<file path="src/alie_pkg.sv">
// Register map, field layout and bus constants for the converter control slice
package alie_pkg;

  // Address width seen by the register decoder
  localparam int unsigned ADDR_W = 12;
  // Number of converter channels
  localparam int unsigned NUM_CHAN = 8;
  // Number of analog input pins that a channel may select
  localparam int unsigned NUM_AIN = 8;
  // Number of interrupt-capable events
  localparam int unsigned EVT_W = 22;
  // Width of a pin selection field
  localparam int unsigned SEL_W = 4;

  // Register offsets (byte addresses)
  localparam logic [11:0] OFS_IRQ_ENABLE_SET = 12'h304;
  localparam logic [11:0] OFS_IRQ_DISABLE_MASK = 12'h308;
  localparam logic [11:0] OFS_EVENT_STATUS = 12'h310;
  localparam logic [11:0] OFS_BUSY_FLAG = 12'h400;
  localparam logic [11:0] OFS_ENABLE = 12'h500;
  // Pin selection block: positive at base + n*stride, negative four bytes on
  localparam logic [11:0] OFS_PSEL_BASE = 12'h510;
  localparam logic [11:0] OFS_PSEL_STRIDE = 12'h010;
  localparam logic [11:0] OFS_PSEL_NEG_STEP = 12'h004;

  // Event bit layout: six lower events, then high/low limit pairs per channel
  localparam int unsigned LOWER_EVT_W = 6;
  localparam int unsigned HIGH_LIMIT_BASE = 6;
  localparam int unsigned LOW_LIMIT_BASE = 7;
  localparam int unsigned LIMIT_STEP = 2;

  // Reset values
  localparam logic [EVT_W-1:0] IRQ_ENABLE_RESET = 22'h000000;
  localparam logic [EVT_W-1:0] EVENT_STATUS_RESET = 22'h000000;
  localparam logic ENABLE_RESET = 1'h0;
  localparam logic [SEL_W-1:0] PSEL_RESET = 4'h0;
  // Selection value meaning not connected
  localparam logic [SEL_W-1:0] PSEL_NC = 4'h0;
  // Selection value of the first analog input pin
  localparam logic [SEL_W-1:0] PSEL_AIN_FIRST = 4'h1;

  // AXI response codes
  localparam logic [1:0] RESP_OKAY = 2'h0;
  localparam logic [1:0] RESP_SLVERR = 2'h2;

endpackage : alie_pkg

</file>
<file path="src/alie_converter_ctrl.sv">
// Converter control slice: interrupt enables, busy status, enable and pin claim
//
// Summary of operation
// - Writing one disables a channel high-limit interrupt
// - Writing one disables a channel low-limit interrupt
// - Busy flag reads zero while converter idle
// - Busy flag reads one during conversion
// - Enable bit switches converter, resets to zero
// - Enabled converter claims selected analog input pins
// - Same register disables lower events in low bits
// - Negative select zero means single-ended channel
//
// Register access over AXI4-Lite was left to the implementer.
module alie_converter_ctrl
  import alie_pkg::*;
(
  // Clock and reset
  input wire logic ref_clk,
  input wire logic reset_n,
  // AXI4-Lite write address
  input wire logic [ADDR_W-1:0] s_axi_awaddr,
  input wire logic s_axi_awvalid,
  output logic s_axi_awready,
  // AXI4-Lite write data
  input wire logic [31:0] s_axi_wdata,
  input wire logic [3:0] s_axi_wstrb,
  input wire logic s_axi_wvalid,
  output logic s_axi_wready,
  // AXI4-Lite write response
  output logic [1:0] s_axi_bresp,
  output logic s_axi_bvalid,
  input wire logic s_axi_bready,
  // AXI4-Lite read address
  input wire logic [ADDR_W-1:0] s_axi_araddr,
  input wire logic s_axi_arvalid,
  output logic s_axi_arready,
  // AXI4-Lite read data
  output logic [31:0] s_axi_rdata,
  output logic [1:0] s_axi_rresp,
  output logic s_axi_rvalid,
  input wire logic s_axi_rready,
  // Converter engine side
  input wire logic conv_busy,
  input wire logic [EVT_W-1:0] event_pulse,
  output logic conv_enable,
  output logic [NUM_AIN-1:0] ain_claim,
  output logic [NUM_CHAN-1:0] chan_differential,
  // Interrupt
  output logic irq
);

  // Interrupt enables, one per event
  logic [EVT_W-1:0] irq_enable;
  // Sticky event flags
  logic [EVT_W-1:0] event_status;
  // Per channel pin selections
  logic [SEL_W-1:0] psel_pos [NUM_CHAN];
  logic [SEL_W-1:0] psel_neg [NUM_CHAN];
  // Write path decode
  logic wr_fire;
  logic [31:0] wr_bits;
  logic wr_hit;
  // Read path decode
  logic rd_fire;
  logic [31:0] next_rdata;
  logic rd_hit;
  // Pin claims gathered per channel
  logic [NUM_AIN-1:0] chan_claim [NUM_CHAN];

  // Both write channels are taken together, only while no response waits
  assign wr_fire = s_axi_awvalid & s_axi_wvalid & ~s_axi_bvalid;
  assign s_axi_awready = wr_fire;
  assign s_axi_wready = wr_fire;
  // One read in flight at a time
  assign rd_fire = s_axi_arvalid & ~s_axi_rvalid;
  assign s_axi_arready = rd_fire;

  // Byte strobes gate which data bits take effect
  assign wr_bits = s_axi_wdata & {{8{s_axi_wstrb[3]}}, {8{s_axi_wstrb[2]}},
                                  {8{s_axi_wstrb[1]}}, {8{s_axi_wstrb[0]}}};

  // Write decode; pin selection words are matched inside the channel loop
  always_comb begin
    wr_hit = 1'b0;
    if (s_axi_awaddr == OFS_IRQ_ENABLE_SET || s_axi_awaddr == OFS_IRQ_DISABLE_MASK ||
        s_axi_awaddr == OFS_EVENT_STATUS || s_axi_awaddr == OFS_BUSY_FLAG ||
        s_axi_awaddr == OFS_ENABLE) begin
      wr_hit = 1'b1;
    end
    for (int n = 0; n < NUM_CHAN; n++) begin
      if (s_axi_awaddr == OFS_PSEL_BASE + OFS_PSEL_STRIDE * n[11:0] ||
          s_axi_awaddr == OFS_PSEL_BASE + OFS_PSEL_STRIDE * n[11:0] + OFS_PSEL_NEG_STEP) begin
        wr_hit = 1'b1;
      end
    end
  end

  // Write response; read-only busy word accepts writes silently
  always_ff @(posedge ref_clk) begin
    if (!reset_n) begin
      s_axi_bvalid <= 1'b0;
      s_axi_bresp <= RESP_OKAY;
    end else if (wr_fire) begin
      s_axi_bvalid <= 1'b1;
      s_axi_bresp <= wr_hit ? RESP_OKAY : RESP_SLVERR;
    end else if (s_axi_bready) begin
      // Response taken
      s_axi_bvalid <= 1'b0;
    end
  end

  // Interrupt enables: set word raises, disable word lowers, zeros keep
  always_ff @(posedge ref_clk) begin
    if (!reset_n) begin
      irq_enable <= IRQ_ENABLE_RESET;
    end else if (wr_fire && s_axi_awaddr == OFS_IRQ_ENABLE_SET) begin
      irq_enable <= irq_enable | wr_bits[EVT_W-1:0];
    end else if (wr_fire && s_axi_awaddr == OFS_IRQ_DISABLE_MASK) begin
      // Covers lower events and every limit event alike
      irq_enable <= irq_enable & ~wr_bits[EVT_W-1:0];
    end
  end

  // Sticky event flags; a new event wins over a clear in the same cycle
  always_ff @(posedge ref_clk) begin
    if (!reset_n) begin
      event_status <= EVENT_STATUS_RESET;
    end else if (wr_fire && s_axi_awaddr == OFS_EVENT_STATUS) begin
      event_status <= (event_status & ~wr_bits[EVT_W-1:0]) | event_pulse;
    end else begin
      event_status <= event_status | event_pulse;
    end
  end

  // Level interrupt from any enabled, pending event
  assign irq = |(event_status & irq_enable);

  // Peripheral enable bit
  always_ff @(posedge ref_clk) begin
    if (!reset_n) begin
      conv_enable <= ENABLE_RESET;
    end else if (wr_fire && s_axi_awaddr == OFS_ENABLE && s_axi_wstrb[0]) begin
      conv_enable <= s_axi_wdata[0];
    end
  end

  // Per channel selection registers and pin claim
  genvar gc;
  generate
    for (gc = 0; gc < NUM_CHAN; gc++) begin : g_chan
      // Byte addresses of this channel's two selection words
      // Cast on purpose: the genvar product is 32 bits, the address map only 12
      localparam logic [11:0] POS_ADDR = 12'(OFS_PSEL_BASE + OFS_PSEL_STRIDE * gc);
      localparam logic [11:0] NEG_ADDR = POS_ADDR + OFS_PSEL_NEG_STEP;

      // Positive input selection
      always_ff @(posedge ref_clk) begin
        if (!reset_n) begin
          psel_pos[gc] <= PSEL_RESET;
        end else if (wr_fire && s_axi_awaddr == POS_ADDR && s_axi_wstrb[0]) begin
          psel_pos[gc] <= s_axi_wdata[SEL_W-1:0];
        end
      end

      // Negative input selection
      always_ff @(posedge ref_clk) begin
        if (!reset_n) begin
          psel_neg[gc] <= PSEL_RESET;
        end else if (wr_fire && s_axi_awaddr == NEG_ADDR && s_axi_wstrb[0]) begin
          psel_neg[gc] <= s_axi_wdata[SEL_W-1:0];
        end
      end

      // Differential only when a negative input is chosen
      assign chan_differential[gc] = conv_enable && (psel_neg[gc] != PSEL_NC);

      // Pins named by this channel; supply selections name no pin
      always_comb begin
        chan_claim[gc] = '0;
        for (int k = 0; k < NUM_AIN; k++) begin
          if (psel_pos[gc] == PSEL_AIN_FIRST + k[SEL_W-1:0] ||
              psel_neg[gc] == PSEL_AIN_FIRST + k[SEL_W-1:0]) begin
            chan_claim[gc][k] = 1'b1;
          end
        end
      end
    end
  endgenerate

  // Pins are handed over only while the converter is on
  always_comb begin
    ain_claim = '0;
    for (int n = 0; n < NUM_CHAN; n++) begin
      ain_claim = ain_claim | chan_claim[n];
    end
    if (!conv_enable) begin
      ain_claim = '0;
    end
  end

  // Read mux; busy comes straight from the engine, not from a copy
  always_comb begin
    next_rdata = 32'h0;
    rd_hit = 1'b1;
    unique case (s_axi_araddr)
      OFS_IRQ_ENABLE_SET, OFS_IRQ_DISABLE_MASK: begin
        next_rdata[EVT_W-1:0] = irq_enable;
      end
      OFS_EVENT_STATUS: begin
        next_rdata[EVT_W-1:0] = event_status;
      end
      OFS_BUSY_FLAG: begin
        next_rdata[0] = conv_busy;
      end
      OFS_ENABLE: begin
        next_rdata[0] = conv_enable;
      end
      default: begin
        // Selection words or an unmapped address
        rd_hit = 1'b0;
        for (int n = 0; n < NUM_CHAN; n++) begin
          if (s_axi_araddr == OFS_PSEL_BASE + OFS_PSEL_STRIDE * n[11:0]) begin
            next_rdata[SEL_W-1:0] = psel_pos[n];
            rd_hit = 1'b1;
          end
          if (s_axi_araddr == OFS_PSEL_BASE + OFS_PSEL_STRIDE * n[11:0] + OFS_PSEL_NEG_STEP) begin
            next_rdata[SEL_W-1:0] = psel_neg[n];
            rd_hit = 1'b1;
          end
        end
      end
    endcase
  end

  // Read data registered one cycle after the address is taken
  always_ff @(posedge ref_clk) begin
    if (!reset_n) begin
      s_axi_rvalid <= 1'b0;
      s_axi_rdata <= 32'h0;
      s_axi_rresp <= RESP_OKAY;
    end else if (rd_fire) begin
      s_axi_rvalid <= 1'b1;
      s_axi_rdata <= next_rdata;
      s_axi_rresp <= rd_hit ? RESP_OKAY : RESP_SLVERR;
    end else if (s_axi_rready) begin
      // Data taken
      s_axi_rvalid <= 1'b0;
    end
  end

  // Assertions

  // Helper: a write to the disable word in the previous cycle
  logic dis_wr_q;
  logic [EVT_W-1:0] dis_bits_q;
  always_ff @(posedge ref_clk) begin
    if (!reset_n) begin
      dis_wr_q <= 1'b0;
      dis_bits_q <= '0;
    end else begin
      dis_wr_q <= wr_fire && s_axi_awaddr == OFS_IRQ_DISABLE_MASK;
      dis_bits_q <= wr_bits[EVT_W-1:0];
    end
  end

  // Helper: limit event bit masks built from the package layout
  // Derived rather than typed in, so a layout change cannot leave them stale
  logic [EVT_W-1:0] high_mask;
  logic [EVT_W-1:0] low_mask;
  always_comb begin
    high_mask = '0;
    low_mask = '0;
    for (int n = 0; n < NUM_CHAN; n++) begin
      // High limit at base + step*n, low limit one bit above
      high_mask[HIGH_LIMIT_BASE + LIMIT_STEP * n] = 1'b1;
      low_mask[LOW_LIMIT_BASE + LIMIT_STEP * n] = 1'b1;
    end
  end

  a_high_disable: assert property (@(posedge ref_clk) disable iff (!reset_n)
    dis_wr_q |-> (irq_enable & dis_bits_q & high_mask) == '0)
    else $error("high limit enable survived a disable write");

  a_low_disable: assert property (@(posedge ref_clk) disable iff (!reset_n)
    dis_wr_q |-> (irq_enable & dis_bits_q & low_mask) == '0)
    else $error("low limit enable survived a disable write");

  a_busy_idle: assert property (@(posedge ref_clk) disable iff (!reset_n)
    (rd_fire && s_axi_araddr == OFS_BUSY_FLAG && !conv_busy) |=> s_axi_rdata == 32'h0)
    else $error("busy flag read nonzero while idle");

  a_busy_read: assert property (@(posedge ref_clk) disable iff (!reset_n)
    (rd_fire && s_axi_araddr == OFS_BUSY_FLAG && conv_busy) |=> s_axi_rdata == 32'h1)
    else $error("busy flag read wrong during conversion");

  a_enable_reset: assert property (@(posedge ref_clk)
    !reset_n |=> !conv_enable)
    else $error("enable not zero after reset");

  a_enable_write: assert property (@(posedge ref_clk) disable iff (!reset_n)
    (wr_fire && s_axi_awaddr == OFS_ENABLE && s_axi_wstrb[0]) |=>
      conv_enable == $past(s_axi_wdata[0]))
    else $error("enable did not follow write");

  a_pin_release: assert property (@(posedge ref_clk) disable iff (!reset_n)
    !conv_enable |-> ain_claim == '0 && chan_differential == '0)
    else $error("pins claimed while disabled");

  a_lower_disable: assert property (@(posedge ref_clk) disable iff (!reset_n)
    dis_wr_q |-> (irq_enable[LOWER_EVT_W-1:0] & dis_bits_q[LOWER_EVT_W-1:0]) == '0)
    else $error("lower event enable survived a disable write");

  a_single_ended: assert property (@(posedge ref_clk) disable iff (!reset_n)
    (conv_enable && psel_neg[0] == PSEL_NC) |-> !chan_differential[0])
    else $error("channel zero differential with no negative input");

  // Positive side of the pin hand-over: first pin named by channel one
  a_pin_claim: assert property (@(posedge ref_clk) disable iff (!reset_n)
    (conv_enable && psel_pos[1] == PSEL_AIN_FIRST) |-> ain_claim[0])
    else $error("selected pin not claimed while enabled");

  // A chosen negative input makes the channel differential
  a_diff_select: assert property (@(posedge ref_clk) disable iff (!reset_n)
    (conv_enable && psel_neg[1] != PSEL_NC) |-> chan_differential[1])
    else $error("channel one not differential with a negative input");

  a_zero_keeps: assert property (@(posedge ref_clk) disable iff (!reset_n)
    dis_wr_q |-> (irq_enable & ~dis_bits_q) == ($past(irq_enable) & ~dis_bits_q))
    else $error("disable write changed an enable written as zero");

  // A disable write in the same cycle may lawfully drop the enable
  a_irq_pending: assert property (@(posedge ref_clk) disable iff (!reset_n)
    ((|(event_pulse & irq_enable)) && !(wr_fire && s_axi_awaddr == OFS_IRQ_DISABLE_MASK))
      |=> irq)
    else $error("enabled event did not raise the interrupt");

  // Main scenarios
  c_disable_write: cover property (@(posedge ref_clk) disable iff (!reset_n)
    wr_fire && s_axi_awaddr == OFS_IRQ_DISABLE_MASK && wr_bits[21]);
  c_busy_read: cover property (@(posedge ref_clk) disable iff (!reset_n)
    rd_fire && s_axi_araddr == OFS_BUSY_FLAG && conv_busy);
  c_pin_claim: cover property (@(posedge ref_clk) disable iff (!reset_n)
    conv_enable && ain_claim != '0);
  c_irq_raise: cover property (@(posedge ref_clk) disable iff (!reset_n)
    !irq ##1 irq);
  c_differential: cover property (@(posedge ref_clk) disable iff (!reset_n)
    chan_differential != '0);

endmodule : alie_converter_ctrl

</file>
<file path="config.mk">
export PLATFORM = sky130hd
export DESIGN_NAME = alie_converter_ctrl
export DESIGN_NICKNAME = d
export VERILOG_FILES = /design/src/alie_pkg.sv /design/src/alie_converter_ctrl.sv
export SDC_FILE = /design/constraint.sdc
export NUM_CORES = 1
export LEC_CHECK = 0
export BUFFER_PORTS_ARGS = -buffer_cell sky130_fd_sc_hd__buf_2
export CAP_MARGIN = 40
export CORE_ASPECT_RATIO = 1.25
export CORE_UTILIZATION = 62
export CTS_CLUSTER_DIAMETER = 60
export DETAILED_ROUTE_END_ITERATION = 8
export GPL_ROUTABILITY_DRIVEN = 0
export PLACE_DENSITY_LB_ADDON = 0.25
export SYNTH_ARGS = -nofsm -noshare
export SYNTH_HDL_FRONTEND = slang
export SYNTH_SLANG_ARGS = --single-unit
</file>
<file path="constraint.sdc">
create_clock -name ref_clk -period 2.8 [get_ports ref_clk]
set_input_delay 0.28 -clock ref_clk [delete_from_list [all_inputs] [get_ports ref_clk]]
set_output_delay 0.28 -clock ref_clk [all_outputs]
set_load 0.01 [all_outputs]
</file>
# After elaboration in Yosys (flattened, before gate mapping)

Memory sizes are Yosys's and may differ from the RTL's.
Index checks and enable logic that the tools add are counted.

Word-level logic and storage cells: 536
Input bits: 90
Memories: 2
RAM bits: 64
Register bits after elaboration: 73
Output and inout port bits: 59

Bitwise logic cells: 36
Reductions and logical operators: 136
Equality and inequality tests: 170
Multiplexer cells: 184

Memories:

| name     | depth | width | read ports | clocked after Yosys merged registers in | write ports | RTL line                  | text |
|---|---|---|---|---|---|---|---|
| psel_neg | 8     | 4     | 8          | 0                                       | 8           | alie_converter_ctrl.sv:58 | `logic [SEL_W-1:0] psel_neg [NUM_CHAN];` |
| psel_pos | 8     | 4     | 8          | 0                                       | 8           | alie_converter_ctrl.sv:57 | `logic [SEL_W-1:0] psel_pos [NUM_CHAN];` |

Operator list:

| operator             | number |
|---|---|
| $eq 12x11->1 const B | 36 |
| $eq 4x3->1 const B   | 64 |
| $mux 1               | 143 |
| $eq 4x2->1 const B   | 32 |
| $mux 4               | 32 |
| $and 22x22->22       | 4 |
| $logic_or 1x1->1     | 76 |
| $eq 12x10->1 const B | 6 |
| $mux 22              | 3 |
| $or 22x22->22        | 3 |
| $eq 4x1->1 const B   | 16 |
| $eq 4x4->1 const B   | 16 |
| $or 8x8->8           | 7 |
| $logic_and 1x1->1    | 45 |
| $pmux 18 s2          | 1 |
| $reduce_bool 4->1    | 8 |
| $not 22->22          | 1 |
| $reduce_or 22->1     | 1 |
| $or 1x1->1           | 16 |
| $pmux 3 s3           | 1 |
| $mux 8               | 1 |
| $reduce_bool 2->1    | 3 |
| $reduce_or 5->1      | 1 |
| $mux 2               | 2 |
| 4 further kinds      | 8 |

# Depth between registers and ports, before layout

Gate-level depths: netlist of run 1.

Depth after elaboration: 19
Mapped depth: 9

# Worst setup path before layout of run 1

OpenSTA, ideal clock, no wires.

Path type: register -> register
From: register s_axi_bvalid
To: memory psel_pos[2][2], in the netlist psel_pos[0][10] (enable)
Data arrival time: 1681 ps
Data required time: 2439 ps
Path buffers: 2
Cell stages (with the launch flop): 7
Setup time: 361 ps
Slack: 758 ps
Cells stage by stage: dfxtp_1 > and3b_1 > clkbuf_1 > and2_1 > clkbuf_1 > nand3_1 > o21ai_0

RTL lines:

| what                   | RTL line                   | text |
|---|---|---|
| start, declared        | alie_converter_ctrl.sv:31  | `output logic s_axi_bvalid,` |
| start signal, assigned | alie_converter_ctrl.sv:101 | `s_axi_bvalid <= 1'b0;` |
| start signal, assigned | alie_converter_ctrl.sv:104 | `s_axi_bvalid <= 1'b1;` |
| start signal, assigned | alie_converter_ctrl.sv:108 | `s_axi_bvalid <= 1'b0;` |
| end, declared          | alie_converter_ctrl.sv:57  |  |

==> results.tsv, run 1 <==
stage	metric	value	unit
min_path	Hold Path End	event_status[6]	
global_routing	GRT Resource Usage Total	38.9	%
detailed_routing	final wirelength	27200	um
synthesis	Post-synth EDFFs	64	
clock_tree	Clock Pin Slew Worst Setup and Hold Paths	0.06	ns
power	Int Power	3690	uW
power	PwrDens	512	nW/um^2
critical_path	Critical Path Sink Type	output pin	
critical_path	CP required	2.52	ns
detailed_routing	TritonRoute pass-1 iters	6	
place	Place WS	0.301	ns
clock_tree	CTS root buf	clkbuf_16	
status	status	finished clean	
sta	final setup fails	0	
sta	Final period util	96.8	%
critical_path	WS Path Type	flop to output pin	
global_routing	largest net degree at the start of global routing	46	
critical_path	worst r2r src	s_axi_bvalid	
synthesis	Netlist cell types	76	
synthesis	Yosys reg bits	135	
place	PortBufs	125	
global_routing	first-pass GRT wire length	42600	um
place	Placed Instances	1239	
run	max_cap viols	0	
min_path	Worst Min Path Start	event_pulse[6]	
clock_tree	CTS max path bufs	2	
global_routing	initial antenna violation count	0	
global_routing	routing usage on met3	7.88	%
synthesis	main combinational cell family by area after synthesis	simple AND/OR/NAND/NOR gates	
detailed_routing	vias per cell	6.88	
floorplan	row cnt	47	
layout	synthesis-to-layout area growth	15.0	%
detailed_routing	DRC Markers	0	
sta	fmax	0.369	GHz
floorplan	Starting Density	64.1	%
layout	highest-count cells in the layout ignoring fill and taps	buf_2 (125), nor2_1 (85), nand2_1 (73)	
synthesis	Most used DFF post-synth	dfxtp_1	
detailed_routing	routed length per instance	21.4	um
layout	Finished Core Util	73.7	%
sta	unrepaired setup endpoints after global routing	no	
layout	Ant. Diodes	0	
synthesis	Compound-Gate Fraction of Synth Area	21.3	%
global_routing	grt met1 use	44.4	%
synthesis	Synthesis Warnings	0	
power	clock power share	44.7	%
layout	fraction of layout cells with a size suffix above 1	19.8	%
global_routing	busiest grt layer	met2	
sta	Final Hold Fails	0	
global_routing	number of global-route vias before repair	8195	
synthesis	Post-Synth Adder-Cell Area	0	%
floorplan	Die ar.	14300	sq um
layout	non-filler cells in the finished layout	1271	
global_routing	grt met2 use	66.1	%
clock_tree	CTS tree	yes	
sta	Period minus WS final	2.71	ns
clock_tree	setup bufs post-CTS	0	
floorplan	I/O pin count	149	
sta	Setup TNS	0	ns
clock_tree	CTS Hold Bufs	0	
synthesis	register area share after synthesis	39.1	%
critical_path	startpoint types	flop	
power	Leak Pwr	0.00370	uW
critical_path	Crit Path Max Fanout	6	
detailed_routing	DR vias	8749	
clock_tree	Worst-Skew Late Latency	0.42	ns
power	Gate power share	10.9	%
layout	most common cell after layout, fill and taps aside	buf_2	
min_path	Hold Path Depth	2	
detailed_routing	DRT antenna net count	0	
power	Peak VDD IR	432	uV
clock_tree	H-Tree Level Count	4	
synthesis	multiplexer share of the synthesized area	1.70	%
power	switching portion of total power	26.6	%
synthesis	xor/xnor share of the synthesized area	0.205	%
min_path	Worst Hold Class	primary input to flop	
critical_path	FF-to-FF path depth	6	
synthesis	Mean Syn Cell Area	8.72	sq um
place	DPL Wire Length	19800	um
floorplan	core area	13300	sq um
critical_path	critical path arrival	2.43	ns
clock_tree	CTS Sinks	135	
synthesis	Syn Std Cell Area	8550	sq um
critical_path	FF-to-FF setup slack	0.54	ns
clock_tree	CTS Buf Count	17	
layout	Nets	1177	
sta	setup ws final	0.0894	ns
power	net switching power	1340	uW
sta	fin. max-slew vios	0	
synthesis	simple-gate portion of the synthesized area	32.7	%
sta	worst-margin pin slew	0.748	ns
detailed_routing	Iteration-0 DRC Markers	1100	
clock_tree	# resized after CTS	0	
sta	Slew headroom	49.7	%
floorplan	die height	133	um
synthesis	Post-Syn Instances	981	
sta	Worst Skew	0.00822	ns
synthesis	Synth async-reset ratio	0	%
sta	Hold WS	0.0663	ns
global_routing	GRT overflow	0	
power	register share of total power	44.4	%
floorplan	DIE WIDTH	107	um
[cells in the mapped netlist, types with 14 or more instances]
master | number | share of area, %
nand3_1 | 17 | 0.99
nand2_1 | 73 | 3.2
inv_1 | 14 | 0.61
nor4_1 | 33 | 2.4
buf_4 | 15 | 1.3
edfxtp_1 | 64 | 22
o22ai_1 | 27 | 2.0
a21oi_1 | 20 | 1.2
clkbuf_1 | 31 | 1.4
nand2b_1 | 49 | 3.6
nor4b_1 | 14 | 1.4
o21a_1 | 46 | 4.0
and2_1 | 68 | 5.0
nor2_1 | 85 | 3.7
dfxtp_1 | 71 | 17
a31oi_1 | 27 | 2.0
o21ai_0 | 31 | 1.8
nor3_1 | 68 | 4.0
o21ai_1 | 20 | 1.2
[kinds of logic after synthesis]
group / after synthesis
AO/OA/AOI/OAI: 254
XOR/XNOR: 2
buffers and inverters: 84
flip-flops: 135
multiplexers: 14
other: 1
AND/OR/NAND/NOR: 491
[cell type report]
class,instances,area [sq um]
Clock buffer,18,429
Clock inverter,14,164
Fill cell,1003,3510
Inverter,14,52.6
Multi-Input combinational cell,773,4840
Sequential cell,135,3340
Tap cell,171,214
Timing Repair Buffer,146,796
[worst max-delay path: stages, from the launching register on]
cell and delay (ns):
edfxtp_1 0.50, nand2b_1 0.24, nor3_1 0.10, or4_1 0.55, nor4_2 0.31, a31oi_1 0.14
buf_2 0.18
[metrics by stage]
step / area (sq um) / power (uW)
after global routing: 9840 / 5170
after CTS: 9830 / 5030
after global placement: 9240 / 2790
final: 9840 / 5040
after detailed placement: 9240 / 2800
after floorplan: 8590 / 2600
[metal layers]
layer | routed length, um | share of wire (%)
met1 | 9350 | 34
met2 | 13200 | 49
met5 | 0 | 0
met4 | 1730 | 6.3
met3 | 2920 | 11
[power by group through the flow]
stage,clock network [uW],registers (uW),logic [uW]
floorplan,0,2250,351
global placement,0,2270,521
detailed placement,0,2270,532
finish,2250,2240,548
global route,2330,2240,593
CTS,2260,2230,537
[worst max path at each step]
stage	start	end	slack [ns]	cells after the start
2_1_floorplan	s_axi_bvalid	psel_pos[0][10]	0.76	6
3_3_place_gp	s_axi_awaddr[5]	flop	0.38	7
3_5_place_dp	s_axi_awaddr[5]	flop	0.30	7
4_1_cts	psel_pos[1][6]	ain_claim[3]	0.13	6
5_1_grt	psel_pos[1][7]	ain_claim[3]	0.03	6
6_report	psel_pos[1][7]	ain_claim[3]	0.09	6
Note: power is estimated with default switching activity, not from simulation.
==> run 2, diff against run 1 <==
--- a/config.mk
+++ b/config.mk
@@ -8,11 +8,12 @@
 export BUFFER_PORTS_ARGS = -buffer_cell sky130_fd_sc_hd__buf_2
 export CAP_MARGIN = 40
 export CORE_ASPECT_RATIO = 1.25
-export CORE_UTILIZATION = 62
+export CORE_UTILIZATION = 40
 export CTS_CLUSTER_DIAMETER = 60
 export DETAILED_ROUTE_END_ITERATION = 8
 export GPL_ROUTABILITY_DRIVEN = 0
 export PLACE_DENSITY_LB_ADDON = 0.25
+export SLEW_MARGIN = 20
 export SYNTH_ARGS = -nofsm -noshare
 export SYNTH_HDL_FRONTEND = slang
 export SYNTH_SLANG_ARGS = --single-unit
==> results.tsv, run 2 (same netlist as run 1, synthesis figures left out) <==
stage	metric	value	unit	change
min_path	Worst Hold Class	primary input to flop		
status	status	finished clean		
layout	fraction of layout cells with a size suffix above 1	20.3	%	+0.53 points
critical_path	Critical Path Sink Type	output pin		
power	Leak Pwr	0.00376	uW	+1.6%
layout	Fill cells	2023		+100%
critical_path	WS Path Type	flop to output pin		
clock_tree	H-Tree Level Count	4		unchanged
global_routing	number of global-route vias before repair	8033		-2.0%
detailed_routing	DR WL met3	2680	um	-8.4%
layout	synthesis-to-layout area growth	17.4	%	
critical_path	critical path arrival	2.35	ns	-0.08 ns
layout	multi-input logic area	4840	sq um	unchanged
detailed_routing	TritonRoute pass-1 iters	7		+1
detailed_routing	Iteration-0 DRC Markers	821		-25%
detailed_routing	DR vias	8551		-2.3%
power	Peak VDD IR	400	uV	-7.3%
critical_path	cells along the critical path	nand2b_1 -> nor3_1 -> or4_1 -> nor4_2 -> a31oi_1 -> buf_2		
sta	unrepaired setup endpoints after global routing	no		
layout	Ant. Diodes	0		unchanged
sta	Final period util	93.9	%	-2.9 points
detailed_routing	final wirelength	28300	um	+4.1%
detailed_routing	WL met2	13700	um	+3.4%
clock_tree	CTS Hold Bufs	0		unchanged
sta	Setup TNS	0	ns	unchanged
detailed_routing	top sig layer	met4		
critical_path	Top delay family on crit path	simple AND/OR/NAND/NOR gates		
clock_tree	Clock Pin Slew Worst Setup and Hold Paths	0.06	ns	about the same
sta	Period minus WS final	2.63	ns	-0.0803 ns
floorplan	Starting Density	40.9	%	-23 points
sta	setup ws final	0.170	ns	+0.0803 ns
sta	Final Hold Fails	0		unchanged
floorplan	DIE WIDTH	133	um	+24%
critical_path	Worst Path Buf+Inv	1		unchanged
sta	worst-margin pin slew	0.648	ns	-0.0998 ns
floorplan	I/O pin count	149		unchanged
run	max_cap viols	0		unchanged
clock_tree	CTS max path bufs	2		unchanged
clock_tree	CTS tree	yes		
layout	Nets	1183		+0.51%
global_routing	first-pass GRT wire length	44300	um	+3.9%
sta	final setup fails	0		unchanged
detailed_routing	DRC Markers	0		unchanged
layout	Finished Core Util	48.0	%	-26 points
detailed_routing	met1 wire length	10700	um	+14%
detailed_routing	routed length per instance	20.5	um	-4.2%
global_routing	GRT overflow	0		unchanged
place	Place WS	0.382	ns	+0.0814 ns
critical_path	slowest stage cell, crit path	edfxtp_1		
detailed_routing	DRT antenna net count	0		unchanged
global_routing	largest net degree at the start of global routing	39		-15%
place	PortBufs	125		unchanged
floorplan	core area	20900	sq um	+56%
floorplan	Die ar.	22000	sq um	+54%
place	DPL Wire Length	21300	um	+7.7%
global_routing	initial antenna violation count	0		unchanged
sta	fmax	0.380	GHz	+3.1%
sta	Slew headroom	56.3	%	+6.7 points
clock_tree	Worst-Skew Late Latency	0.42	ns	about the same
layout	cell area after layout	10000	sq um	+2.0%
floorplan	die height	165	um	+24%
power	PwrDens	511	nW/um^2	-0.26%
floorplan	row cnt	59		+26%
critical_path	Largest stage delay, worst path	0.53	ns	-0.02 ns
sta	fin. max-slew vios	0		unchanged
sta	Worst Skew	0.0125	ns	+0.00430 ns
layout	most common cell after layout, fill and taps aside	buf_2		
critical_path	CP required	2.52	ns	about the same
layout	highest-count cells in the layout ignoring fill and taps	buf_2 (125), nor2_1 (85), nand2_1 (73)		
clock_tree	CTS Buf Count	17		unchanged
place	placed cell areas	9400	sq um	+1.8%
detailed_routing	vias per cell	6.20		-10%
clock_tree	CTS Sinks	135		unchanged
sta	Hold WS	0.0614	ns	-0.00493 ns
clock_tree	CTS root buf	clkbuf_16		
critical_path	Crit Path Max Fanout	6		unchanged
global_routing	GRT Resource Usage Total	26.1	%	-13 points
layout	Register Area	3340	sq um	unchanged
critical_path	startpoint types	flop		
run 2: cell count changes in the layout (fill, tap and decap cells not counted):
cell,change
clkinv_2,+1
inv_4,+1
clkbuf_2,+2
clkbuf_16,+2
clkbuf_1,-1
clkinv_4,+2
buf_4,+6
clkinvlp_4,-3
inv_6,-3
inv_8,-1
run 2: cell type report:
cell class,count,share of cell area [%]
multi-input cells,773,48.2
flip-flops and latches,135,33.3
repair buffers,152,8.38
clock buffers,21,4.84
well taps,274,3.42
clock inverters,11,1.32
inverters,14,0.524
run 2: report_power, final:
group	internal, uW	switching, uW	leakage [uW]	total (uW)
Sequential	2140	101	0.00127	2240
Clock	1440	901	0.000309	2340
Combinational	223	323	0.00218	546
run 2: worst paths after layout:
check                  start          endpoint  slack, ns  depth (start not counted)
min          event_pulse[11]  event_status[11]       0.06                          2
max reg2reg     s_axi_bvalid    psel_pos[1][4]       0.68                          4
max           psel_pos[1][2]      ain_claim[3]       0.17                          6
min reg2reg   s_axi_rresp[1]    s_axi_rresp[1]       0.47                          2
run 2: worst register-to-register path: cells and delay by family (launching register included):
kind,cells,cell delay (ns)
flip-flops,1,0.31
AND/OR/NAND/NOR,3,0.89
AO/OA/AOI/OAI,1,0.56
run 2: through the flow:
step,total power [uW],instances
finish,5120,1380
global route,5280,1380
CTS,5140,1379
detailed placement,2810,1347
global placement,2810,1347
floorplan,2600,992
run 2: routing by layer:
metal  track usage, %  vias to the layer above
met1             30.3                     3991
met3             5.62                      119
met4             16.0                        0
met5                0                        -
met2             44.1                      506
li1                 -                     3935
run 2: repair_timing:
| item | in CTS | in global routing |
|---|---|---|
| gates resized for setup | 0 | 1 |
| endpoints found under the hold margin | 0 | 0 |
| setup buffers | 0 | 1 |
| setup endpoints to repair | 0 | 1 |
==> run 3, diff against run 2 <==
--- a/config.mk
+++ b/config.mk
@@ -12,7 +12,7 @@
 export CTS_CLUSTER_DIAMETER = 60
 export DETAILED_ROUTE_END_ITERATION = 8
 export GPL_ROUTABILITY_DRIVEN = 0
-export PLACE_DENSITY_LB_ADDON = 0.25
+export SKIP_LAST_GASP = 1
 export SLEW_MARGIN = 20
 export SYNTH_ARGS = -nofsm -noshare
 export SYNTH_HDL_FRONTEND = slang
==> constraint.sdc (replaced) <==
create_clock -name ref_clk -period 2.8 [get_ports ref_clk]
set_input_delay 0.28 -clock ref_clk [delete_from_list [all_inputs] [get_ports ref_clk]]
set_output_delay 0.28 -clock ref_clk [all_outputs]
set_load 0.05 [all_outputs]
==> results.tsv, run 3 (same netlist as run 1, synthesis figures left out) <==
stage	metric	value	unit	change
power	Leak Pwr	0.00373	uW	-0.67%
sta	fin. max-slew vios	0		unchanged
layout	fraction of layout cells with a size suffix above 1	20.4	%	+0.054 points
sta	Final Hold Fails	0		unchanged
critical_path	Crit Path Max Fanout	4		-2
detailed_routing	DRC Markers	0		unchanged
global_routing	number of global-route vias before repair	8107		+0.92%
sta	Slew headroom	54.4	%	-2.0 points
clock_tree	CTS tree	yes		
power	switching portion of total power	29.4	%	+3.6 points
sta	Worst Skew	0.00955	ns	-0.00298 ns
critical_path	FF-to-FF path depth	4		unchanged
global_routing	initial antenna violation count	1		+1
clock_tree	CTS Buf Count	17		unchanged
min_path	Worst Min Path Start	event_pulse[14]		
min_path	Hold Path Depth	2		unchanged
critical_path	Top delay family on crit path	simple AND/OR/NAND/NOR gates		
sta	Final period util	96.0	%	+2.1 points
place	DPL Wire Length	21800	um	+2.5%
layout	most common cell after layout, fill and taps aside	buf_2		
floorplan	DIE WIDTH	133	um	unchanged
sta	Setup TNS	0	ns	unchanged
critical_path	Worst Path Buf+Inv	1		unchanged
sta	Hold WS	0.0612	ns	-0.000136 ns
global_routing	GRT overflow	0		unchanged
power	net switching power	1470	uW	+11%
floorplan	I/O pin count	149		unchanged
layout	Ant. Diodes	0		unchanged
detailed_routing	DRT antenna net count	0		unchanged
sta	unrepaired setup endpoints after global routing	no		
place	PortBufs	125		unchanged
critical_path	FF-to-FF setup slack	0.65	ns	-0.03 ns
power	PwrDens	499	nW/um^2	-2.3%
power	Int Power	3510	uW	-7.6%
clock_tree	Clock Pin Slew Worst Setup and Hold Paths	0.06	ns	about the same
floorplan	die height	165	um	unchanged
critical_path	CP required	2.52	ns	about the same
clock_tree	CTS max path bufs	2		unchanged
critical_path	reg2reg end	psel_pos[0][9]		
min_path	Hold Path End	event_status[14]		
floorplan	Die ar.	22000	sq um	unchanged
clock_tree	CTS Sinks	135		unchanged
layout	highest-count cells in the layout ignoring fill and taps	buf_2 (125), nor2_1 (85), nand2_1 (73)		
power	Gate power share	13.4	%	+2.8 points
critical_path	CP Depth	6		unchanged
critical_path	Critical Path Sink Type	output pin		
run	max_cap viols	0		unchanged
layout	synthesis-to-layout area growth	16.7	%	
sta	fmax	0.372	GHz	-2.2%
sta	Period minus WS final	2.69	ns	+0.0588 ns
detailed_routing	TritonRoute pass-1 iters	5		-2
floorplan	row cnt	59		unchanged
global_routing	GRT Resource Usage Total	27.0	%	+0.92 points
layout	cell area after layout	9980	sq um	-0.59%
clock_tree	CTS root buf	clkbuf_16		
power	clock power share	41.7	%	-4.0 points
critical_path	slowest stage cell, crit path	or4_1		
power	Peak VDD IR	484	uV	+21%
min_path	Worst Hold Class	primary input to flop		
place	placed cell areas	9380	sq um	-0.24%
clock_tree	Worst-Skew Late Latency	0.42	ns	about the same
detailed_routing	final wirelength	29200	um	+3.2%
power	register share of total power	44.9	%	+1.2 points
critical_path	Largest stage delay, worst path	0.54	ns	about the same
clock_tree	H-Tree Level Count	4		unchanged
floorplan	Starting Density	40.9	%	unchanged
critical_path	startpoint types	flop		
global_routing	first-pass GRT wire length	45600	um	+2.9%
layout	Nets	1185		+0.17%
critical_path	cells along the critical path	nand2b_1 -> nor3_1 -> or4_1 -> nor4_2 -> a31oi_1 -> buf_2		
critical_path	worst r2r src	s_axi_bvalid		
detailed_routing	vias per cell	6.20		about the same
status	status	finished clean		
detailed_routing	routed length per instance	21.2	um	+3.0%
critical_path	WS Path Type	flop to output pin		
clock_tree	CTS Hold Bufs	0		unchanged
global_routing	largest net degree at the start of global routing	38		-2.6%
sta	worst-margin pin slew	0.682	ns	+0.0338 ns
sta	final setup fails	0		unchanged
detailed_routing	DR vias	8569		+0.21%
detailed_routing	Iteration-0 DRC Markers	803		-2.2%
critical_path	critical path arrival	2.41	ns	+0.06 ns
floorplan	core area	20900	sq um	unchanged
## run 3: cell types whose count changed in the layout (fill, tap and decap cells not counted), sizes merged
cell | previous run | this run
buf | 152 | 154
clkbuf | 21 | 17
clkinvlp | 0 | 1
bufinv | 2 | 0
inv | 18 | 23
## run 3: cell type report
cell class	instances	area, sq um
multi-input combinational	773	4840
fill	2021	10900
sequential	135	3340
tap	274	343
clock inverter	15	119
inverter	14	52.6
timing repair buffer	154	856
clock buffer	17	425
## run 3: worst max-delay path by stage
stage / endpoint / start
final: ain_claim[3] / psel_pos[1][7]
after global routing: ain_claim[3] / psel_pos[1][7]
after CTS: ain_claim[3] / psel_pos[1][7]
after detailed placement: psel_neg[1][10] / s_axi_awaddr[1]
after global placement: psel_neg[0][10] / s_axi_awaddr[1]
after floorplan: psel_pos[0][10] / s_axi_bvalid
## run 3: repair_timing
action / CTS / global route
setup buffers: 0 / 6
resized for setup: 0 / 1
setup endpoints to repair: 0 / 1
endpoints found under the hold margin: 0 / 0
## run 3: routing by layer
layer / share of wire [%] / vias to the layer above / routed length [um] / global-route usage, %
met5: 0.055 / - / 16 / 0
met4: 5.1 / 2 / 1480 / 14.9
met3: 7.4 / 143 / 2170 / 5.56
met2: 48 / 468 / 14200 / 46.0
met1: 39 / 4030 / 11400 / 31.8
li1: - / 3926 / - / -
## run 3: stage by stage
stage          power, uW  worst slack [ns]  util [%]  std cells
6_report            4980             0.111      47.8       1382
5_1_grt             5160          0.000181      47.8       1382
4_1_cts             5000            0.0459      47.5       1376
3_5_place_dp        2930             0.380      44.9       1344
3_3_place_gp        2930             0.430      44.9       1344
2_1_floorplan       2710             0.193         -        992
## run 3: power by group through the flow
stage                     sequential, uW  combinational, uW  clock (uW)
after floorplan                     2320                388           0
after global placement              2270                653           0
after detailed placement            2270                656           0
after CTS                           2230                659        2110
after global routing                2240                724        2190
final                               2230                667        2080
